### config.mk
export PLATFORM = sky130hd
export DESIGN_NAME = uart_mode_control_status
export DESIGN_NICKNAME = d
export VERILOG_FILES = /design/src/design/uart_mode_pkg.sv /design/src/design/uart_mode_control_status.sv
export SDC_FILE = /design/constraint.sdc
export NUM_CORES = 1
export LEC_CHECK = 0
export BUFFER_PORTS_ARGS = -buffer_cell sky130_fd_sc_hd__buf_2
export CAP_MARGIN = 20
export CORE_UTILIZATION = 55
export DETAILED_ROUTE_END_ITERATION = 10
export GPL_TIMING_DRIVEN = 0
export PLACE_DENSITY = 0.71
export SETUP_SLACK_MARGIN = 0.02
export SYNTH_ARGS = -nofsm -noshare
export SYNTH_HDL_FRONTEND = slang
export SYNTH_SLANG_ARGS = --single-unit
### constraint.sdc
create_clock -name ref_clk -period 4.5 [get_ports ref_clk]
set_clock_uncertainty 0.1 [all_clocks]
set_input_delay 0.675 -clock ref_clk [delete_from_list [all_inputs] [get_ports ref_clk]]
set_output_delay 0.675 -clock ref_clk [all_outputs]
set_load 0.03 [all_outputs]
### src/design/uart_mode_pkg.sv
// constants and types for the serial mode, error status and baud control
// assumes an 8-bit cpu data bus with 16-bit byte addresses
package uart_mode_pkg;

  // register byte addresses on the cpu memory bus
  localparam logic [15:0] ADDR_MODE   = 16'hffa0;
  localparam logic [15:0] ADDR_STATUS = 16'hffa1;
  localparam logic [15:0] ADDR_BAUD   = 16'hffa2;
  localparam logic [15:0] ADDR_RXBUF  = 16'hffa3;

  // reset values
  localparam logic [7:0] MODE_RESET   = 8'h00;
  localparam logic [7:0] BAUD_RESET   = 8'h00;
  localparam logic [2:0] STATUS_RESET = 3'h0;
  localparam logic [7:0] RXBUF_RESET  = 8'h00;

  // writable bits: mode bit 0 and baud bit 7 are fixed at zero
  localparam logic [7:0] MODE_WMASK = 8'hfe;
  localparam logic [7:0] BAUD_WMASK = 8'h7f;

  // mode register fields
  localparam int MODE_TXE_BIT  = 7;
  localparam int MODE_RXE_BIT  = 6;
  localparam int MODE_PS_HI    = 5;
  localparam int MODE_PS_LO    = 4;
  localparam int MODE_CL_BIT   = 3;
  localparam int MODE_SL_BIT   = 2;
  localparam int MODE_ISRM_BIT = 1;

  // status register fields
  localparam int STAT_PE_BIT  = 2;
  localparam int STAT_FE_BIT  = 1;
  localparam int STAT_OVE_BIT = 0;

  // baud control fields
  localparam int BAUD_TPS_HI = 6;
  localparam int BAUD_TPS_LO = 4;
  localparam int BAUD_MDL_HI = 3;
  localparam int BAUD_MDL_LO = 0;

  // divider constants: period = (k + 16) << (n + 1), n = tps + 1
  localparam logic [4:0] BAUD_K_BASE  = 5'h10;
  localparam logic [3:0] BAUD_N_SHIFT = 4'h2;

  // parity encodings
  localparam logic [1:0] PAR_NONE = 2'h0;
  localparam logic [1:0] PAR_ZERO = 2'h1;
  localparam logic [1:0] PAR_ODD  = 2'h2;
  localparam logic [1:0] PAR_EVEN = 2'h3;

  // data bit index of the last bit for 7 and 8 bit characters
  localparam logic [2:0] LAST_BIT_7 = 3'h6;
  localparam logic [2:0] LAST_BIT_8 = 3'h7;

  // transmit buffer depth
  localparam logic [1:0] TXBUF_DEPTH = 2'h2;

  typedef enum logic [2:0] {
    FR_IDLE,
    FR_START,
    FR_DATA,
    FR_PARITY,
    FR_STOP
  } frame_t;

endpackage : uart_mode_pkg

### src/design/uart_mode_control_status.sv
// serial interface: mode control, baud divider, tx/rx engines, error status
// assumes a cpu bus with one-cycle read/write strobes on ref_clk and an
// asynchronous serial input pin that is synchronised here

// Function
// - both enables zero: no transfer, both pins stay port pins
// - tx and rx enables act independently, each claims its own pin
// - full duplex: start bit then one character, both directions at once
// - parity field: none, zero bit unchecked, odd, even
// - character length bit: 0 seven data bits, 1 eight data bits
// - stop length bit: 0 one stop bit, 1 two stop bits on transmit
// - receiver checks only one stop bit regardless of stop length
// - suppress bit withholds receive completion interrupt on erroneous frames
// - status bit 2 set when received parity mismatches the scheme
// - status bit 1 set when the stop bit is not seen
// - status bit 0 set when a character completes before buffer read
// - overrun repeats on every character until the buffer is read
// - mode register takes bit and byte writes, resets zero, bit0 zero
// - status register read only, byte read, resets zero, top five zero
// - bit rate is clock over two to n+1 over k+16
module uart_mode_control_status (
  // clock, reset, enable
  input  wire logic        ref_clk,
  input  wire logic        reset_n,
  input  wire logic        clkEn,
  // cpu register bus
  input  wire logic [15:0] busAddr,
  input  wire logic        busWrEn,
  input  wire logic [7:0]  busWrData,
  input  wire logic        busBitWrEn,
  input  wire logic [2:0]  busBitSel,
  input  wire logic        busBitVal,
  input  wire logic        busRdEn,
  output logic      [7:0]  busRdData,
  // transmit character stream
  input  wire logic [7:0]  txData,
  input  wire logic        txValid,
  output logic             txReady,
  // serial pins
  input  wire logic        serialInPin,
  output logic             serialOutPin,
  output logic             txPinSerial,
  output logic             rxPinSerial,
  // receive completion event
  output logic             rxDoneIrq
);

  typedef struct packed {
    logic [7:0]          mode;
    logic [7:0]          baud;
    logic [2:0]          status;
    logic [7:0]          rxBuf;
    logic                rxFull;
    logic [7:0]          rdData;
    logic                irq;
    logic                txSer;
    logic                rxSer;
    logic                serOut;
    logic [1:0][7:0]     fifo;
    logic                wrIdx;
    logic                rdIdx;
    logic [1:0]          fifoCnt;
    logic                ready;
    uart_mode_pkg::frame_t txSt;
    logic [13:0]         txCnt;
    logic [2:0]          txBit;
    logic                txStop2;
    logic                txPar;
    logic [7:0]          txShift;
    uart_mode_pkg::frame_t rxSt;
    logic [13:0]         rxCnt;
    logic [2:0]          rxBit;
    logic                rxPar;
    logic [7:0]          rxShift;
    logic                inS1;
    logic                inS2;
    logic                inS3;
  } state_t;

  state_t s_reg;
  state_t s_next;

  // bit period in ref_clk cycles from the baud control value
  function automatic logic [13:0] bitPeriod(input logic [7:0] b);
    logic [4:0] k;
    logic [3:0] sh;
    k  = {1'b0, b[uart_mode_pkg::BAUD_MDL_HI:uart_mode_pkg::BAUD_MDL_LO]}
         + uart_mode_pkg::BAUD_K_BASE;
    sh = {1'b0, b[uart_mode_pkg::BAUD_TPS_HI:uart_mode_pkg::BAUD_TPS_LO]}
         + uart_mode_pkg::BAUD_N_SHIFT;
    return 14'(k) << sh;
  endfunction : bitPeriod

  // parity bit for a character under the selected scheme
  function automatic logic parityBit(input logic [7:0] d,
                                     input logic [1:0] ps);
    logic p;
    p = 1'b0;
    if (ps == uart_mode_pkg::PAR_ODD) p = ~^d;
    else if (ps == uart_mode_pkg::PAR_EVEN) p = ^d;
    return p;
  endfunction : parityBit

  // keep seven bits when the short character length is selected
  function automatic logic [7:0] maskChar(input logic [7:0] d,
                                          input logic       cl);
    return cl ? d : {1'b0, d[6:0]};
  endfunction : maskChar

  // decoded controls and per-cycle helpers
  logic        txEnable;
  logic        rxEnable;
  logic [1:0]  parSel;
  logic        charLen;
  logic        stopLen;
  logic        errSuppress;
  logic [13:0] period;
  logic [2:0]  lastBit;
  logic        rdBuf;
  logic        pushTx;
  logic        popTx;
  logic        rxFinish;
  logic [7:0]  rxChar;
  logic        rxPe;
  logic        rxFe;
  logic        rxOve;
  logic        rxErr;

  always_comb begin
    txEnable    = s_reg.mode[uart_mode_pkg::MODE_TXE_BIT];
    rxEnable    = s_reg.mode[uart_mode_pkg::MODE_RXE_BIT];
    parSel      = s_reg.mode[uart_mode_pkg::MODE_PS_HI:
                             uart_mode_pkg::MODE_PS_LO];
    charLen     = s_reg.mode[uart_mode_pkg::MODE_CL_BIT];
    stopLen     = s_reg.mode[uart_mode_pkg::MODE_SL_BIT];
    errSuppress = s_reg.mode[uart_mode_pkg::MODE_ISRM_BIT];
    period      = bitPeriod(s_reg.baud);
    lastBit     = charLen ? uart_mode_pkg::LAST_BIT_8
                          : uart_mode_pkg::LAST_BIT_7;
    rdBuf       = busRdEn && (busAddr == uart_mode_pkg::ADDR_RXBUF);
    pushTx      = txValid && s_reg.ready;
    popTx       = txEnable && (s_reg.txSt == uart_mode_pkg::FR_IDLE)
                  && (s_reg.fifoCnt != 2'h0);
    rxFinish    = rxEnable && (s_reg.rxSt == uart_mode_pkg::FR_STOP)
                  && (s_reg.rxCnt == 14'h0);
    rxChar      = charLen ? s_reg.rxShift : {1'b0, s_reg.rxShift[7:1]};
    rxPe        = ((parSel == uart_mode_pkg::PAR_ODD)
                   || (parSel == uart_mode_pkg::PAR_EVEN))
                  && (s_reg.rxPar != parityBit(rxChar, parSel));
    rxFe        = !s_reg.inS2;
    rxOve       = s_reg.rxFull && !rdBuf;
    rxErr       = rxPe || rxFe || rxOve;
  end

  // next-state logic for registers, buffer and both frame engines
  always_comb begin
    s_next     = s_reg;
    s_next.irq = 1'b0;
    // serial input synchroniser and edge history
    s_next.inS1 = serialInPin;
    s_next.inS2 = s_reg.inS1;
    s_next.inS3 = s_reg.inS2;

    // byte writes; bit writes reach the mode register only
    if (busWrEn) begin
      if (busAddr == uart_mode_pkg::ADDR_MODE)
        s_next.mode = busWrData & uart_mode_pkg::MODE_WMASK;
      else if (busAddr == uart_mode_pkg::ADDR_BAUD)
        s_next.baud = busWrData & uart_mode_pkg::BAUD_WMASK;
    end else if (busBitWrEn && (busAddr == uart_mode_pkg::ADDR_MODE)) begin
      s_next.mode[busBitSel] = busBitVal;
      s_next.mode[0]         = 1'b0;
    end

    // read answer registered one cycle later, unmapped reads zero
    if (busRdEn) begin
      unique case (busAddr)
        uart_mode_pkg::ADDR_MODE:   s_next.rdData = s_reg.mode;
        uart_mode_pkg::ADDR_STATUS: s_next.rdData = {5'h00, s_reg.status};
        uart_mode_pkg::ADDR_BAUD:   s_next.rdData = s_reg.baud;
        uart_mode_pkg::ADDR_RXBUF:  s_next.rdData = s_reg.rxBuf;
        default:                    s_next.rdData = 8'h00;
      endcase
      if (rdBuf) s_next.rxFull = 1'b0;
    end

    // pin function select per direction
    s_next.txSer = txEnable;
    s_next.rxSer = rxEnable;

    // two-entry transmit buffer
    if (pushTx) begin
      s_next.fifo[s_reg.wrIdx] = txData;
      s_next.wrIdx             = !s_reg.wrIdx;
    end
    if (popTx) s_next.rdIdx = !s_reg.rdIdx;
    s_next.fifoCnt = s_reg.fifoCnt + {1'b0, pushTx} - {1'b0, popTx};
    s_next.ready   = s_next.fifoCnt < uart_mode_pkg::TXBUF_DEPTH;

    // transmit engine
    if (!txEnable) begin
      s_next.txSt   = uart_mode_pkg::FR_IDLE;
      s_next.serOut = 1'b1;
    end else if (s_reg.txSt == uart_mode_pkg::FR_IDLE) begin
      s_next.serOut = 1'b1;
      if (popTx) begin
        s_next.txShift = maskChar(s_reg.fifo[s_reg.rdIdx], charLen);
        s_next.txPar   = parityBit(s_next.txShift, parSel);
        s_next.serOut  = 1'b0;
        s_next.txCnt   = period - 14'h1;
        s_next.txSt    = uart_mode_pkg::FR_START;
      end
    end else if (s_reg.txCnt != 14'h0) begin
      s_next.txCnt = s_reg.txCnt - 14'h1;
    end else begin
      s_next.txCnt = period - 14'h1;
      unique case (s_reg.txSt)
        uart_mode_pkg::FR_START: begin
          s_next.txSt   = uart_mode_pkg::FR_DATA;
          s_next.txBit  = 3'h0;
          s_next.serOut = s_reg.txShift[0];
        end
        uart_mode_pkg::FR_DATA: begin
          if (s_reg.txBit == lastBit) begin
            if (parSel != uart_mode_pkg::PAR_NONE) begin
              s_next.txSt   = uart_mode_pkg::FR_PARITY;
              s_next.serOut = s_reg.txPar;
            end else begin
              s_next.txSt   = uart_mode_pkg::FR_STOP;
              s_next.serOut = 1'b1;
            end
            s_next.txStop2 = stopLen;
          end else begin
            s_next.txBit   = s_reg.txBit + 3'h1;
            s_next.txShift = s_reg.txShift >> 1;
            s_next.serOut  = s_reg.txShift[1];
          end
        end
        uart_mode_pkg::FR_PARITY: begin
          s_next.txSt   = uart_mode_pkg::FR_STOP;
          s_next.serOut = 1'b1;
        end
        uart_mode_pkg::FR_STOP: begin
          if (s_reg.txStop2) s_next.txStop2 = 1'b0;
          else s_next.txSt = uart_mode_pkg::FR_IDLE;
        end
        default: s_next.txSt = uart_mode_pkg::FR_IDLE;
      endcase
    end

    // receive engine, runs alongside the transmitter
    if (!rxEnable) begin
      s_next.rxSt = uart_mode_pkg::FR_IDLE;
    end else if (s_reg.rxSt == uart_mode_pkg::FR_IDLE) begin
      if (s_reg.inS3 && !s_reg.inS2) begin
        s_next.rxSt  = uart_mode_pkg::FR_START;
        s_next.rxCnt = (period >> 1) - 14'h1;
      end
    end else if (s_reg.rxCnt != 14'h0) begin
      s_next.rxCnt = s_reg.rxCnt - 14'h1;
    end else begin
      s_next.rxCnt = period - 14'h1;
      unique case (s_reg.rxSt)
        uart_mode_pkg::FR_START: begin
          // a start bit that is high again at mid-bit was a glitch
          if (s_reg.inS2) s_next.rxSt = uart_mode_pkg::FR_IDLE;
          else s_next.rxSt = uart_mode_pkg::FR_DATA;
          s_next.rxBit = 3'h0;
        end
        uart_mode_pkg::FR_DATA: begin
          s_next.rxShift = {s_reg.inS2, s_reg.rxShift[7:1]};
          s_next.rxBit   = s_reg.rxBit + 3'h1;
          if (s_reg.rxBit == lastBit) begin
            if (parSel != uart_mode_pkg::PAR_NONE)
              s_next.rxSt = uart_mode_pkg::FR_PARITY;
            else
              s_next.rxSt = uart_mode_pkg::FR_STOP;
          end
        end
        uart_mode_pkg::FR_PARITY: begin
          s_next.rxPar = s_reg.inS2;
          s_next.rxSt  = uart_mode_pkg::FR_STOP;
        end
        uart_mode_pkg::FR_STOP: begin
          // one stop bit sampled, a second one is never waited for
          s_next.rxSt   = uart_mode_pkg::FR_IDLE;
          s_next.status = {rxPe, rxFe, rxOve};
          if (!rxOve) begin
            s_next.rxBuf  = rxChar;
            s_next.rxFull = 1'b1; // completion wins over a same-cycle read
          end
          s_next.irq = !(rxErr && errSuppress);
        end
        default: s_next.rxSt = uart_mode_pkg::FR_IDLE;
      endcase
    end
  end

  // state register with synchronous reset and clock enable
  always_ff @(posedge ref_clk) begin
    if (!reset_n) begin
      s_reg         <= '0;
      s_reg.mode    <= uart_mode_pkg::MODE_RESET;
      s_reg.baud    <= uart_mode_pkg::BAUD_RESET;
      s_reg.status  <= uart_mode_pkg::STATUS_RESET;
      s_reg.rxBuf   <= uart_mode_pkg::RXBUF_RESET;
      s_reg.serOut  <= 1'b1;
      s_reg.ready   <= 1'b1;
      s_reg.inS1    <= 1'b1;
      s_reg.inS2    <= 1'b1;
      s_reg.inS3    <= 1'b1;
      s_reg.txSt    <= uart_mode_pkg::FR_IDLE;
      s_reg.rxSt    <= uart_mode_pkg::FR_IDLE;
    end else if (clkEn) begin
      s_reg <= s_next;
    end
  end

  // outputs straight from the state register
  assign busRdData    = s_reg.rdData;
  assign txReady      = s_reg.ready;
  assign serialOutPin = s_reg.serOut;
  assign txPinSerial  = s_reg.txSer;
  assign rxPinSerial  = s_reg.rxSer;
  assign rxDoneIrq    = s_reg.irq;
endmodule : uart_mode_control_status

==> flow_summary.ini <==
[route]
drt_iter0_drc = 727
wl_per_cell_um = 17.4
drc = 0
ant_nets = 0
num_vias = 7401
drt_pre_antenna_iters = 5
wirelength_um = 21400
viasPerCell = 6.04

[setup_path]
worstPathArrival_ns = 4.14
crit_type = flip-flop to flip-flop
cp_max_fo = 10
crit_chain = clkbuf_1 > buf_1 > clkbuf_1 > o21ai_0 > nand2_1 > ha_1 > inv_1 > o41ai_1 > nand2b_1 > nor2_1 > o22ai_1 > mux2i_1 > a211oi_1
slowest_stage = o41ai_1
max_stage_delay_ns = 0.51
crit_path_frequent_cell = clkbuf_1
cp-start-kind = flip-flop
crit_required_ns = 4.73
cp-end-kind = flip-flop

[global_routing]
antenna_found_initial = 0
grt_pass1_vias = 7086
use_met2 = 0.506
grtUsageMet1 = 0.406
grt-ovfl-total = 0
top_usage_layer = met2
use_met3 = 0.0620
grt_pass1_wl_um = 34900
grt_max_degree = 17
grtUsageTotal = 0.314

[power_and_ir_drop]
p_leak_nw = 3.09
powerDensity_nw_per_um2 = 313
vdd_drop_max_mv = 0.272

[synthesis]
async_flop_share = 0
synth_ff_type = dfxtp_1
avgSynthCellArea_um2 = 7.61
synthCells = 968
netlist_area_um2 = 7360
synth_edf_count = 0
synth.distinct_cells = 73
synth_seq_cells = 121
synth_fp_nets = 1022
synth-seq-area-share = 0.329
yosysWarningCount = 0

[place]
dpl.hpwl_um = 15300
gp_congestion = 0.950
place_area_um2 = 7850
placedCellCount = 1194
io_buffers = 54

[timing]
slew_viol_final = 0
setup_viol = 0
hold_violations = 0
worstMarginPinSlew_ns = 1.05
tns_ns = 0
fmax_ghz = 0.256
post-route-min-period_ns = 3.91
timing.hold.ws_ns = 0.356
rsz0062_at_grt = no
period_share = 0.869
slew_headroom = 0.297

[cts]
clk_pin_slew_ns = 0.06
htreeDepth = 4
clock_latency_ns = 0.42
numCtsBuffers = 17
ctsResizeCount = 0
cts_root_buffer = clkbuf_16
cts.path.max_buffers = 2
cts_tree = built
cts_sinks = 121
cts-hold-fix-buffers = 0
cts_setup_buffers = 0

[die]
fp.dieH_um = 118
initial_core_util = 0.574
core_area_um2 = 12800
io_pins = 57
row_count = 41
die_area_um2 = 13900
die_x_um = 118

[cells_and_area]
drive_gt1_frac = 0.110
mostFrequentLayoutCell = dfxtp_1
postLayoutCellArea_um2 = 8460
nNetsFinal = 1095
largest_reg_flops = 100
antenna_cells = 0
final_cell_mix = 121 x dfxtp_1, 118 x nand2_1, 110 x nor2_1
fin_cells = 1225
syn2layout_area_growth_pct = 14.9

[hold_path]
worstHoldPathType = flip-flop to flip-flop

[run_status]
outcome = finished clean

[flow_run]
cap_violations = 0
## metal layers
layer	wire length (um)	share of wire
met1	9530	0.45
met3	1300	0.061
met5	0	0
met2	9800	0.46
met4	740	0.035
## cell usage after synthesis (8+ instances only)
cell type | n | area share
nand2b_1 | 17 | 0.014
nand3_1 | 30 | 0.020
o211ai_1 | 12 | 0.012
nor3_1 | 25 | 0.017
o21ai_0 | 46 | 0.031
nor2_1 | 110 | 0.056
clkbuf_1 | 59 | 0.030
a211oi_1 | 22 | 0.022
nor2b_1 | 11 | 0.0093
ha_1 | 10 | 0.017
xor2_1 | 14 | 0.017
a31oi_1 | 12 | 0.010
a22oi_1 | 9 | 0.0092
nand2_1 | 118 | 0.060
buf_4 | 8 | 0.0082
inv_1 | 18 | 0.0092
nor4_1 | 9 | 0.0076
xnor2_1 | 28 | 0.033
nor3b_1 | 10 | 0.010
dfxtp_1 | 121 | 0.33
mux2i_1 | 47 | 0.064
nand4_1 | 10 | 0.0085
or3_1 | 10 | 0.0085
a21oi_1 | 102 | 0.069
## stage by stage
step,setup WS [ns],utilization,power [W]
global route,0.256,0.660,0.00271
finish,0.589,0.660,0.00265
global placement,0.631,0.612,0.00124
CTS,0.560,0.660,0.00265
floorplan,1.51,-,0.00118
detailed placement,0.585,0.612,0.00124
## worst max-delay path: cells and delay by family (launching register included)
family / cells / cell delay (ns)
AO/OA/AOI/OAI: 4 / 1.41
buffers and inverters: 4 / 1.20
AND/OR/NAND/NOR: 3 / 0.50
flip-flops: 1 / 0.30
adder cells (fa/ha/maj): 1 / 0.17
multiplexers: 1 / 0.14
## final timing paths
kind,from,end,slack [ns],depth (start not counted)
hold / removal,s_reg[69],s_reg[69],0.36,2
setup / recovery,s_reg[111],s_reg[22],0.59,13
hold reg to reg,s_reg[69],s_reg[69],0.36,2
setup reg to reg,s_reg[111],s_reg[22],0.59,13
## final cells by class
cell class              instances  area [um2]
multi-input cells             753        4550
fillers                      1191        4370
flip-flops and latches        121        2420
clock buffers                  17         425
plain buffers                  75         323
repair buffers                 54         270
well taps                     172         215
clock inverters                14         185
inverters                      19        71.3
## logic make-up (layout without fill, tap and decap cells)
family / Yosys count / after routing / share of synthesized area
AOI/OAI and AO/OA: 261 / 261 / 0.219
xor gates and xnor gates: 43 / 43 / 0.0530
adders and majority gates: 10 / 10 / 0.0170
buffers and inverters: 94 / 179 / 0.0535
DFF: 121 / 121 / 0.329
muxes: 52 / 52 / 0.0761
and+or+nand+nor: 387 / 387 / 0.253
## power by group
part           switching [W]  internal, W
Combinational      0.0000849    0.0000443
Clock               0.000550     0.000882
Sequential        0.00000571      0.00108
Total               0.000641      0.00201
(Power assumes the default switching activity.)
